==> config.mk <==
export PLATFORM = sky130hd
export DESIGN_NAME = dclp_counter_latch_pulse
export DESIGN_NICKNAME = d
export VERILOG_FILES = /design/src/dclp_pkg.sv /design/src/dclp_counter_latch_pulse.sv
export VERILOG_INCLUDE_DIRS = /design/src /design/src/src
export SDC_FILE = /design/constraint.sdc
export NUM_CORES = 2
export LEC_CHECK = 0
export BUFFER_PORTS_ARGS = -buffer_cell sky130_fd_sc_hd__buf_2
export CAP_MARGIN = 0
export CORE_AREA = 2 2 350 352
export CTS_BUF_LIST = sky130_fd_sc_hd__clkbuf_8
export CTS_CLUSTER_DIAMETER = 50
export CTS_CLUSTER_SIZE = 28
export DETAILED_ROUTE_END_ITERATION = 8
export DIE_AREA = 0 0 352 354
export PLACE_DENSITY_LB_ADDON = 0.2
export SLEW_MARGIN = 20
export SYNTH_ARGS = -nofsm -noshare
export SYNTH_HDL_FRONTEND = slang
export SYNTH_SLANG_ARGS = --single-unit
==> constraint.sdc <==
create_clock -name pclk -period 8.93 [get_ports pclk]
set_clock_uncertainty 0.15 [all_clocks]
set_input_delay 0.4465 -clock pclk [delete_from_list [all_inputs] [get_ports pclk]]
set_output_delay 0.4465 -clock pclk [all_outputs]
set_load 0.005 [all_outputs]
==> src/dclp_params.svh <==
// register indices, field codes and timing constants of the counter, latch and pulse block
`ifndef DCLP_PARAMS_SVH
`define DCLP_PARAMS_SVH

// register indices; byte address is four times the index
`define DCLP_CH5_RUN_IDX      16'h0035
`define DCLP_CH5_CLR_IDX      16'h0036
`define DCLP_CH5_OVF_IDX      16'h0037
`define DCLP_CH5_LATCH_IDX    16'h0038
`define DCLP_CH6_RUN_IDX      16'h0039
`define DCLP_CH6_CLR_IDX      16'h003a
`define DCLP_CH6_OVF_IDX      16'h003b
`define DCLP_CH6_LATCH_IDX    16'h003c
`define DCLP_CH7_RUN_IDX      16'h003d
`define DCLP_CH7_CLR_IDX      16'h003e
`define DCLP_CH7_OVF_IDX      16'h003f
`define DCLP_CH7_LATCH_IDX    16'h0040
`define DCLP_CH8_RUN_IDX      16'h0041
`define DCLP_CH8_CLR_IDX      16'h0042
`define DCLP_CH8_OVF_IDX      16'h0043
`define DCLP_CH8_LATCH_IDX    16'h0044
`define DCLP_CH9_RUN_IDX      16'h0045
`define DCLP_CH9_CLR_IDX      16'h0046
`define DCLP_CH9_OVF_IDX      16'h0047
`define DCLP_CH9_LATCH_IDX    16'h0048
`define DCLP_CH10_RUN_IDX     16'h0049
`define DCLP_CH10_CLR_IDX     16'h004a
`define DCLP_CH10_OVF_IDX     16'h004b
`define DCLP_CH10_LATCH_IDX   16'h004c
`define DCLP_CH11_RUN_IDX     16'h004d
`define DCLP_CH11_CLR_IDX     16'h004e
`define DCLP_CH11_OVF_IDX     16'h004f
`define DCLP_CH11_LATCH_IDX   16'h1f40
`define DCLP_INPUT_WORD_IDX   16'h9d6d
`define DCLP_OUTPUT_WORD_IDX  16'h9d6f
`define DCLP_RULE_FLAGS_IDX   16'h9d71

// additional registers
`define DCLP_CNT_BASE_IDX     16'h0100
`define DCLP_FREQ_MODE_IDX    16'h0120
`define DCLP_LATCH_MODE_IDX   16'h0121
`define DCLP_IRQ_STATUS_IDX   16'h0122
`define DCLP_IRQ_MASK_IDX     16'h0123
`define DCLP_PULSE_BASE_IDX   16'h0130
`define DCLP_PULSE_BUSY_IDX   16'h0140

// pulse channel field offsets within its group of four
`define DCLP_PF_LOW           2'h0
`define DCLP_PF_HIGH          2'h1
`define DCLP_PF_ABS           2'h2
`define DCLP_PF_INC           2'h3

// edge latch codes, two bits per channel
`define DCLP_LATCH_OFF        2'h0
`define DCLP_LATCH_RISE       2'h1
`define DCLP_LATCH_FALL       2'h2

// word reset value, lower counter wrap constant and frequency scale factor
`define DCLP_WORD_RESET       16'h0000
`define DCLP_CNT_LO_WRAP      16'hffff
`define DCLP_FREQ_SCALE       10

// timing
`define DCLP_CLK_PERIOD_NS    10
`define DCLP_PULSE_UNIT_NS    100000
`define DCLP_FREQ_GATE_NS     1000000000

`endif

==> src/dclp_pkg.sv <==
// types shared by the counter, latch and pulse block
package dclp_pkg;

  typedef enum logic [1:0]
  {
    DCLP_P_IDLE = 2'b00,
    DCLP_P_LOW  = 2'b01,
    DCLP_P_HIGH = 2'b11
  } dclp_pulse_state_type;

endpackage

==> src/dclp_counter_latch_pulse.sv <==
// digital input counters, edge latches, pulse outputs and register slave
//
// Register access over APB was chosen for this implementation.
`timescale 1ns/1ps
`default_nettype none
`include "dclp_params.svh"

module dclp_counter_latch_pulse
  import dclp_pkg::*;
#(
  parameter int NPULSE      = 2,
  parameter int UNIT_CYCLES = `DCLP_PULSE_UNIT_NS / `DCLP_CLK_PERIOD_NS,
  parameter int GATE_CYCLES = `DCLP_FREQ_GATE_NS / `DCLP_CLK_PERIOD_NS
)
(
  input  wire logic        pclk,
  input  wire logic        presetn,
  input  wire logic        psel,
  input  wire logic        penable,
  input  wire logic        pwrite,
  input  wire logic [17:0] paddr,
  input  wire logic [31:0] pwdata,
  input  wire logic [3:0]  pstrb,
  output logic      [31:0] prdata,
  output logic             pready,
  output logic             pslverr,
  input  wire logic [15:0] digital_input,
  output logic      [15:0] output_levels,
  output logic      [15:0] logic_rule_engine_flags,
  output logic [NPULSE-1:0] pulse_out,
  output logic             irq
);

  localparam int NCH = 7;
  localparam int FIRST_CH = 5;

  localparam logic [15:0] RUN_IDX [NCH] = '{`DCLP_CH5_RUN_IDX, `DCLP_CH6_RUN_IDX,
    `DCLP_CH7_RUN_IDX, `DCLP_CH8_RUN_IDX, `DCLP_CH9_RUN_IDX, `DCLP_CH10_RUN_IDX,
    `DCLP_CH11_RUN_IDX};
  localparam logic [15:0] CLR_IDX [NCH] = '{`DCLP_CH5_CLR_IDX, `DCLP_CH6_CLR_IDX,
    `DCLP_CH7_CLR_IDX, `DCLP_CH8_CLR_IDX, `DCLP_CH9_CLR_IDX, `DCLP_CH10_CLR_IDX,
    `DCLP_CH11_CLR_IDX};
  localparam logic [15:0] OVF_IDX [NCH] = '{`DCLP_CH5_OVF_IDX, `DCLP_CH6_OVF_IDX,
    `DCLP_CH7_OVF_IDX, `DCLP_CH8_OVF_IDX, `DCLP_CH9_OVF_IDX, `DCLP_CH10_OVF_IDX,
    `DCLP_CH11_OVF_IDX};
  localparam logic [15:0] LATCH_IDX [NCH] = '{`DCLP_CH5_LATCH_IDX, `DCLP_CH6_LATCH_IDX,
    `DCLP_CH7_LATCH_IDX, `DCLP_CH8_LATCH_IDX, `DCLP_CH9_LATCH_IDX, `DCLP_CH10_LATCH_IDX,
    `DCLP_CH11_LATCH_IDX};

  // index of a counter value word: two words per channel, lower first
  function automatic logic [15:0] cnt_idx(input int k, input logic upper);
    cnt_idx = `DCLP_CNT_BASE_IDX + 16'(2 * k) + {15'h0000, upper};
  endfunction

  function automatic logic [15:0] pulse_idx(input int p, input logic [1:0] field);
    pulse_idx = `DCLP_PULSE_BASE_IDX + 16'(4 * p) + {14'h0000, field};
  endfunction

  // a zero width is stretched to one unit so a phase never vanishes
  function automatic logic [31:0] phase_cycles(input logic [15:0] w);
    logic [31:0] units;
    units = (w == 16'h0000) ? 32'h0000_0001 : {16'h0000, w};
    phase_cycles = units * 32'(UNIT_CYCLES);
  endfunction

  function automatic logic [15:0] scale_freq(input logic [15:0] edges);
    logic [19:0] prod;
    prod = 20'(edges) * 20'(`DCLP_FREQ_SCALE);
    scale_freq = (prod > 20'h0_ffff) ? 16'hffff : prod[15:0];
  endfunction

  // bus decode
  logic [15:0] idx;
  logic        setup_ph;
  logic        wr_acc;
  logic        rd_acc;
  logic        hit;
  logic [31:0] next_prdata;
  logic        rd_hit_q;

  assign idx      = paddr[17:2];
  assign setup_ph = psel && !penable;
  assign wr_acc   = psel && penable && pwrite;
  assign rd_acc   = psel && penable && !pwrite;
  assign pready   = 1'b1;

  // register state
  logic [NCH-1:0]   run;
  logic [NCH-1:0]   ovf;
  logic [NCH-1:0]   latch;
  logic [NCH-1:0]   freq_mode;
  logic [2*NCH-1:0] latch_mode;
  logic [15:0]      cnt_lo [NCH];
  logic [15:0]      cnt_hi [NCH];
  logic [15:0]      freq_edges [NCH];
  logic [31:0]      gate_cnt;
  logic [2*NCH-1:0] irq_status;
  logic [2*NCH-1:0] irq_mask;
  logic [15:0]      di_prev;
  logic [15:0]      p_low  [NPULSE];
  logic [15:0]      p_high [NPULSE];
  logic [31:0]      p_abs  [NPULSE];
  logic [31:0]      p_inc  [NPULSE];
  logic [31:0]      p_left [NPULSE];
  logic [31:0]      p_timer [NPULSE];
  logic [NPULSE-1:0] p_cont;
  dclp_pulse_state_type p_state [NPULSE];

  // events
  logic [15:0]      rise;
  logic [15:0]      fall;
  logic [NCH-1:0]   ovf_evt;
  logic [NCH-1:0]   latch_evt;
  logic             gate_end;

  assign rise     = digital_input & ~di_prev;
  assign fall     = ~digital_input & di_prev;
  assign gate_end = (gate_cnt == 32'(GATE_CYCLES - 1));

  always_comb
  begin
    for (int k = 0; k < NCH; k++)
    begin
      ovf_evt[k] = !freq_mode[k] && run[k] && rise[k + FIRST_CH] &&
                   (cnt_lo[k] == `DCLP_CNT_LO_WRAP - 16'h0001) &&
                   (cnt_hi[k] == 16'hffff);
      latch_evt[k] = ((latch_mode[2*k +: 2] == `DCLP_LATCH_RISE) && rise[k + FIRST_CH]) ||
                     ((latch_mode[2*k +: 2] == `DCLP_LATCH_FALL) && fall[k + FIRST_CH]);
    end
  end

  // read mux and decode of mapped indices
  always_comb
  begin
    next_prdata = 32'h0000_0000;
    hit         = 1'b0;
    for (int k = 0; k < NCH; k++)
    begin
      if (idx == RUN_IDX[k])
      begin
        next_prdata = {31'h0, run[k]};
        hit         = 1'b1;
      end
      if (idx == CLR_IDX[k])
        hit = 1'b1;
      if (idx == OVF_IDX[k])
      begin
        next_prdata = {31'h0, ovf[k]};
        hit         = 1'b1;
      end
      if (idx == LATCH_IDX[k])
      begin
        next_prdata = {31'h0, latch[k]};
        hit         = 1'b1;
      end
      if (idx == cnt_idx(k, 1'b0))
      begin
        next_prdata = {16'h0000, cnt_lo[k]};
        hit         = 1'b1;
      end
      if (idx == cnt_idx(k, 1'b1))
      begin
        next_prdata = {16'h0000, cnt_hi[k]};
        hit         = 1'b1;
      end
    end
    for (int p = 0; p < NPULSE; p++)
    begin
      if (idx == pulse_idx(p, `DCLP_PF_LOW))
      begin
        next_prdata = {16'h0000, p_low[p]};
        hit         = 1'b1;
      end
      if (idx == pulse_idx(p, `DCLP_PF_HIGH))
      begin
        next_prdata = {16'h0000, p_high[p]};
        hit         = 1'b1;
      end
      if (idx == pulse_idx(p, `DCLP_PF_ABS))
      begin
        next_prdata = p_abs[p];
        hit         = 1'b1;
      end
      if (idx == pulse_idx(p, `DCLP_PF_INC))
      begin
        next_prdata = p_inc[p];
        hit         = 1'b1;
      end
    end
    case (idx)
      `DCLP_INPUT_WORD_IDX:
      begin
        next_prdata = {16'h0000, digital_input};
        hit         = 1'b1;
      end
      `DCLP_OUTPUT_WORD_IDX:
      begin
        next_prdata = {16'h0000, output_levels};
        hit         = 1'b1;
      end
      `DCLP_RULE_FLAGS_IDX:
      begin
        next_prdata = {16'h0000, logic_rule_engine_flags};
        hit         = 1'b1;
      end
      `DCLP_FREQ_MODE_IDX:
      begin
        next_prdata = {25'h0, freq_mode};
        hit         = 1'b1;
      end
      `DCLP_LATCH_MODE_IDX:
      begin
        next_prdata = {18'h0, latch_mode};
        hit         = 1'b1;
      end
      `DCLP_IRQ_STATUS_IDX:
      begin
        next_prdata = {18'h0, irq_status};
        hit         = 1'b1;
      end
      `DCLP_IRQ_MASK_IDX:
      begin
        next_prdata = {18'h0, irq_mask};
        hit         = 1'b1;
      end
      `DCLP_PULSE_BUSY_IDX:
      begin
        for (int p = 0; p < NPULSE; p++)
          next_prdata[p] = (p_state[p] != DCLP_P_IDLE);
        hit = 1'b1;
      end
      default:
      begin
      end
    endcase
  end

  // read data is captured in the setup phase; read-clear acts on what was captured
  always_ff @(posedge pclk or negedge presetn)
  begin
    if (!presetn)
    begin
      prdata   <= 32'h0000_0000;
      rd_hit_q <= 1'b0;
    end
    else if (setup_ph)
    begin
      prdata   <= (pwrite || !hit || paddr[1:0] != 2'b00) ? 32'h0000_0000 : next_prdata;
      rd_hit_q <= hit;
    end
  end

  assign pslverr = psel && penable && (!rd_hit_q || (paddr[1:0] != 2'b00));

  logic acc_ok;
  assign acc_ok = !pslverr;

  // control words
  always_ff @(posedge pclk or negedge presetn)
  begin
    if (!presetn)
    begin
      run           <= '0;
      freq_mode     <= '0;
      latch_mode    <= '0;
      irq_mask      <= '0;
      output_levels <= `DCLP_WORD_RESET;
      logic_rule_engine_flags <= `DCLP_WORD_RESET;
    end
    else if (wr_acc && acc_ok)
    begin
      for (int k = 0; k < NCH; k++)
        if (idx == RUN_IDX[k] && pstrb[0])
          run[k] <= pwdata[0];
      if (pstrb[0] && idx == `DCLP_FREQ_MODE_IDX)
        freq_mode <= pwdata[NCH-1:0];
      if (idx == `DCLP_LATCH_MODE_IDX)
        latch_mode <= pwdata[2*NCH-1:0];
      if (idx == `DCLP_IRQ_MASK_IDX)
        irq_mask <= pwdata[2*NCH-1:0];
      if (idx == `DCLP_OUTPUT_WORD_IDX)
        output_levels <= pwdata[15:0];
      if (idx == `DCLP_RULE_FLAGS_IDX)
        logic_rule_engine_flags <= pwdata[15:0];
    end
  end

  // sticky flags; a new event wins over a clear in the same cycle
  always_ff @(posedge pclk or negedge presetn)
  begin
    if (!presetn)
    begin
      ovf        <= '0;
      latch      <= '0;
      irq_status <= '0;
    end
    else
    begin
      for (int k = 0; k < NCH; k++)
      begin
        if (ovf_evt[k])
          ovf[k] <= 1'b1;
        else if (rd_acc && acc_ok && idx == OVF_IDX[k] && prdata[0])
          ovf[k] <= 1'b0;
        if (latch_evt[k])
          latch[k] <= 1'b1;
        else if (wr_acc && acc_ok && idx == LATCH_IDX[k] && pstrb[0] && !pwdata[0])
          latch[k] <= 1'b0;
      end
      for (int b = 0; b < 2*NCH; b++)
      begin
        if ((b < NCH) ? ovf_evt[b % NCH] : latch_evt[b % NCH])
          irq_status[b] <= 1'b1;
        else if (rd_acc && acc_ok && idx == `DCLP_IRQ_STATUS_IDX && prdata[b])
          irq_status[b] <= 1'b0;
      end
    end
  end

  assign irq = |(irq_status & irq_mask);

  // counters and frequency gate
  always_ff @(posedge pclk or negedge presetn)
  begin
    if (!presetn)
    begin
      di_prev  <= '0;
      gate_cnt <= '0;
      for (int k = 0; k < NCH; k++)
      begin
        cnt_lo[k]     <= '0;
        cnt_hi[k]     <= '0;
        freq_edges[k] <= '0;
      end
    end
    else
    begin
      di_prev  <= digital_input;
      gate_cnt <= gate_end ? 32'h0000_0000 : gate_cnt + 32'h0000_0001;
      for (int k = 0; k < NCH; k++)
      begin
        if (gate_end)
          freq_edges[k] <= {15'h0000, rise[k + FIRST_CH]};
        else if (rise[k + FIRST_CH] && freq_edges[k] != 16'hffff)
          freq_edges[k] <= freq_edges[k] + 16'h0001;
        if (wr_acc && acc_ok && idx == CLR_IDX[k] && pwdata[0])
        begin
          cnt_lo[k] <= '0;
          cnt_hi[k] <= '0;
        end
        else if (freq_mode[k])
        begin
          if (gate_end)
          begin
            cnt_lo[k] <= scale_freq(freq_edges[k]);
            cnt_hi[k] <= '0;
          end
        end
        else if (run[k] && rise[k + FIRST_CH])
        begin
          if (cnt_lo[k] == `DCLP_CNT_LO_WRAP - 16'h0001)
          begin
            cnt_lo[k] <= '0;
            cnt_hi[k] <= cnt_hi[k] + 16'h0001;
          end
          else
            cnt_lo[k] <= cnt_lo[k] + 16'h0001;
        end
      end
    end
  end

  // per-channel write strobes and pulse budget with an incremental count added only while the channel is busy
  logic [NPULSE-1:0] abs_wr;
  logic [NPULSE-1:0] inc_wr;
  logic [31:0]       left_sum [NPULSE];

  always_comb
  begin
    for (int p = 0; p < NPULSE; p++)
    begin
      abs_wr[p]   = wr_acc && acc_ok && idx == pulse_idx(p, `DCLP_PF_ABS);
      inc_wr[p]   = wr_acc && acc_ok && idx == pulse_idx(p, `DCLP_PF_INC);
      left_sum[p] = p_left[p] +
                    ((inc_wr[p] && p_state[p] != DCLP_P_IDLE) ? pwdata : 32'h0000_0000);
    end
  end

  // pulse generators
  always_ff @(posedge pclk or negedge presetn)
  begin
    if (!presetn)
    begin
      p_cont <= '0;
      for (int p = 0; p < NPULSE; p++)
      begin
        p_low[p]   <= '0;
        p_high[p]  <= '0;
        p_abs[p]   <= '0;
        p_inc[p]   <= '0;
        p_left[p]  <= '0;
        p_timer[p] <= '0;
        p_state[p] <= DCLP_P_IDLE;
      end
    end
    else
    begin
      for (int p = 0; p < NPULSE; p++)
      begin
        if (wr_acc && acc_ok && idx == pulse_idx(p, `DCLP_PF_LOW))
          p_low[p] <= pwdata[15:0];
        if (wr_acc && acc_ok && idx == pulse_idx(p, `DCLP_PF_HIGH))
          p_high[p] <= pwdata[15:0];
        if (inc_wr[p])
          p_inc[p] <= pwdata;
        if (abs_wr[p])
        begin
          p_abs[p]   <= pwdata;
          p_left[p]  <= pwdata;
          p_cont[p]  <= (pwdata == 32'h0000_0000);
          p_timer[p] <= phase_cycles(p_low[p]);
          p_state[p] <= DCLP_P_LOW;
        end
        else
        begin
          case (p_state[p])
            DCLP_P_IDLE:
            begin
              p_left[p] <= '0;
            end
            DCLP_P_LOW:
            begin
              p_left[p] <= left_sum[p];
              if (p_timer[p] <= 32'h0000_0001)
              begin
                p_timer[p] <= phase_cycles(p_high[p]);
                p_state[p] <= DCLP_P_HIGH;
              end
              else
                p_timer[p] <= p_timer[p] - 32'h0000_0001;
            end
            DCLP_P_HIGH:
            begin
              if (p_timer[p] > 32'h0000_0001)
              begin
                p_timer[p] <= p_timer[p] - 32'h0000_0001;
                p_left[p]  <= left_sum[p];
              end
              else if (p_cont[p] || left_sum[p] > 32'h0000_0001)
              begin
                p_left[p]  <= p_cont[p] ? left_sum[p] : left_sum[p] - 32'h0000_0001;
                p_timer[p] <= phase_cycles(p_low[p]);
                p_state[p] <= DCLP_P_LOW;
              end
              else
              begin
                p_left[p]  <= '0;
                p_state[p] <= DCLP_P_IDLE;
              end
            end
            default:
            begin
              p_state[p] <= DCLP_P_IDLE;
            end
          endcase
        end
      end
    end
  end

  always_comb
  begin
    for (int p = 0; p < NPULSE; p++)
      pulse_out[p] = p_state[p][1];
  end

endmodule // dclp_counter_latch_pulse

`default_nettype wire

==> summary.md <==
| Metric | Value |
|---|---|
| Status | finished, violations left |
| Failing checks | DRC |
| Initial antenna violation count | 19 |
| Buffers on Ports | 139 |
| CTS Sinks | 836 |
| Final period demand of the worst path | 8.08 ns |
| Reg2Reg Capture Point | p_timer[38]$_DFFE_PN0P_ |
| Synth Net Count | 8569 |
| Synthesized cell area | 0.0660 mm^2 |
| Top FF cell, synth | dfrtp_1 |
| Relative slew slack | 24.2% |
| Slew Viols, Final | 0 |
| Worst Max-Slew Pin Slew | 1.13 ns |
| Reg2reg start | pulse_out[0]$_DFFE_PN0P_ |
| Drt total wl | 227000 um |
| DRT iter0 DRCs | 7388 |
| CTS tree | yes |
| FMAX | 124 MHz |
| Mean Syn Cell Area | 8.51 um^2 |
| Total congestion overflow | 0 |
| Unique masters post-synth | 90 |
| Post-synthesis async set-or-reset flop share | 100% |
| Register area share after synthesis | 31.7% |
| CTS Buffer Depth | 3 |
| PnR worst setup slack | 0.846 ns |
| Drt wl/cell | 23.6 um |
| Core Area | 0.121 mm^2 |
| First-pass GRT wire length | 347000 um |
| P per Cell Area | 118 mW/mm^2 |
| Synth Instances | 7746 |
| Worst Setup End Kind | flop |
| Initial Util | 54.5% |
| Clock H-tree levels | 3 |
| Worst Path Required | 9.54 ns |
| Worst hold path endpoint | prdata[13]$_DFFE_PN0P_ |
| MaxCap Viol Count | 0 |
| Worst vdd ir | 0.000124 V |
| Routed vias/inst | 6.38 |
| I/O pin count | 144 |
| Hold slack | 0.0967 ns |
| Total Neg Setup Slack | 0 ns |
| Worst setup SP type | input port |
| Commonest non-fill, non-tap cells in the layout | nand2_1, dfrtp_1, nor2_1, ha_1, inv_1 |
| Fraction of layout cells with a size suffix above 1 | 9.27% |
| Pre-CTS setup slack | 0.757 ns |
| Hold Path Depth | 6 |
| DP Wirelength | 169000 um |
| Syn. warnings | 0 |
| Post-route ant nets | 0 |
| Die area | 0.125 mm^2 |
| Worst hold path startpoint | paddr[0] |
| Post-synth EDFFs | 0 |
| FF+latch count, synth | 836 |
| Layout area overhead | 9.14% |
| Setup violations, final | 0 |
| Layout net count | 8695 |
| Residual DRC | 2 |
| GR Util All Layers | 35.6% |
| Commonest non-fill, non-tap cell in the layout | nand2_1 |
| Worst endpoint data arrival time | 8.69 ns |
| Final hold viol count | 0 |
| Vias | 61300 |
| Die height | 354 um |
| Clk slew on worst S/H paths | 0.09 ns |
| CTS buffer count | 116 |
| Leakage | 35.0 nW |
| Worst-path fanout max | 18 |
| Worst-skew pair later-pin latency | 0.90 ns |
| Cells on worst reg2reg path | 17 |
| Largest net degree at the start of global routing | 146 |
| Tot Pwr | 8.49 mW |
| Die width | 352 um |
| Critical path type | in2reg |
| RD Place Congestion | 0.989 |
| RSZ-0062 raised after global routing | no |
| TritonRoute pass-1 iters | 9 |
| Vias in the first global route | 57600 |
| Root buffer cell | clkbuf_8 |
| Num rows | 128 |
| R2r setup slk | 1.18 ns |
| Post-CTS setup buffers | 0 |
| Final worst path period share | 90.5% |
| Hold Path Class | in2reg |
==> synth_stat cells (all sizes together) (51+ instances only) <==
master / n / area [um^2]
nand2: 915 / 3430
dfrtp: 836 / 20900
nor2: 719 / 2700
ha: 603 / 7540
inv: 540 / 2030
o21ai: 451 / 2260
a21oi: 433 / 2170
clkbuf: 300 / 1130
xnor2: 241 / 2110
nand3: 235 / 1180
nor3: 220 / 1100
xor2: 207 / 1810
mux2: 163 / 1840
fa: 145 / 2900
and3: 130 / 813
nand4: 114 / 713
a22oi: 106 / 796
or3: 97 / 607
and2: 96 / 601
a221oi: 70 / 613
a21o: 64 / 480
a31oi: 62 / 388
nor2b: 61 / 382
o31ai: 60 / 450
a22o: 59 / 517
nor4: 57 / 357
o21bai: 53 / 398
a211oi: 51 / 393
==> per-layer routing <==
metal | wire [um] | global-route usage [%] | vias to the layer above
li1 | - | - | 27900
met1 | 96800 | 51.0 | 29800
met3 | 27600 | 10.1 | 473
met5 | 161 | 0 | -
met4 | 8940 | 13.7 | 26
met2 | 93300 | 50.8 | 3097
==> logic make-up after synthesis <==
kind of cell,share of synthesized area [%]
other,0.00569
multiplexers,2.98
buffers and inverters,4.96
XOR/XNOR,5.95
AND/OR/NAND/NOR,20.5
AO/OA/AOI/OAI,18.1
adder cells (fa/ha/maj),15.8
flip-flops,31.7
==> cell type report <==
cell class,instances,area (um^2)
diodes,5,12.5
clock buffers,129,1780
clock inverters,92,1010
fillers,10900,48900
inverters,541,2030
multi-input cells,6046,41900
flip-flops and latches,836,20900
well taps,1625,2030
repair buffers,331,2310
==> worst max-delay path: stages <==
cell           delay (ns)
dlygate4sd3_1        0.54
buf_2                0.15
nor4_1               0.44
and4b_1              0.44
nand3_1              0.26
nor3_2               0.83
buf_4                0.30
and2_1               0.14
ha_1                 0.29
o21ai_0              0.38
o31ai_1              0.17
a211oi_2             0.50
nor4_1               0.10
a211oi_1             0.60
nand4_1              0.32
or4_1                0.71
nor4_1               0.31
mux2i_1              0.16
or4b_1               0.62
a21o_1               0.53
mux2_1               0.45
==> state kept, by name, indices dropped and copies added (netlist names), 7 cells and up <==
name	count
cnt_hi	112
cnt_lo	112
di_prev	7
freq_edges	112
freq_mode	7
gate_cnt	32
irq_mask	14
irq_status	14
latch	7
latch_mode	14
logic_rule_engine_flags	16
output_levels	16
ovf	7
p_abs	64
p_high	32
p_inc	64
p_left	64
p_low	32
p_timer	64
prdata	32
run	7
==> where the power goes <==
part | switching [mW] | internal [mW] | leakage (nW)
registers | 0.112 | 3.85 | 11.0
logic | 0.543 | 0.339 | 22.6
clock network | 1.90 | 1.73 | 1.38
==> timing repair <==
action / 4_1_cts / 5_1_grt
setup endpoints to repair: 0 / 0
hold endpoints to repair: 290 / 0
resized for setup: 0 / 0
hold buffers: 55 / 0
==> through the flow <==
stage               cells  util (%)  instance area [um^2]
floorplan            7746         -                 66000
global placement     9322      56.7                 68600
detailed placement   9322      56.7                 68600
CTS                  9598      59.5                 71900
global route         9602      59.5                 72000
finish               9605      59.5                 72000
==> how the worst max path moves through the flow <==
stage	from	endpoint	cells after the start
global placement	paddr[12]	p_timer[49]$_DFFE_PN0P_	20
finish	paddr[17]	p_timer[38]$_DFFE_PN0P_	21
floorplan	paddr[5]	p_timer[61]$_DFFE_PN0P_	24
detailed placement	paddr[12]	p_timer[47]$_DFFE_PN0P_	20
CTS	paddr[17]	p_timer[38]$_DFFE_PN0P_	21
global route	paddr[17]	p_timer[47]$_DFFE_PN0P_	21
Power figures use the tool's default switching activity.
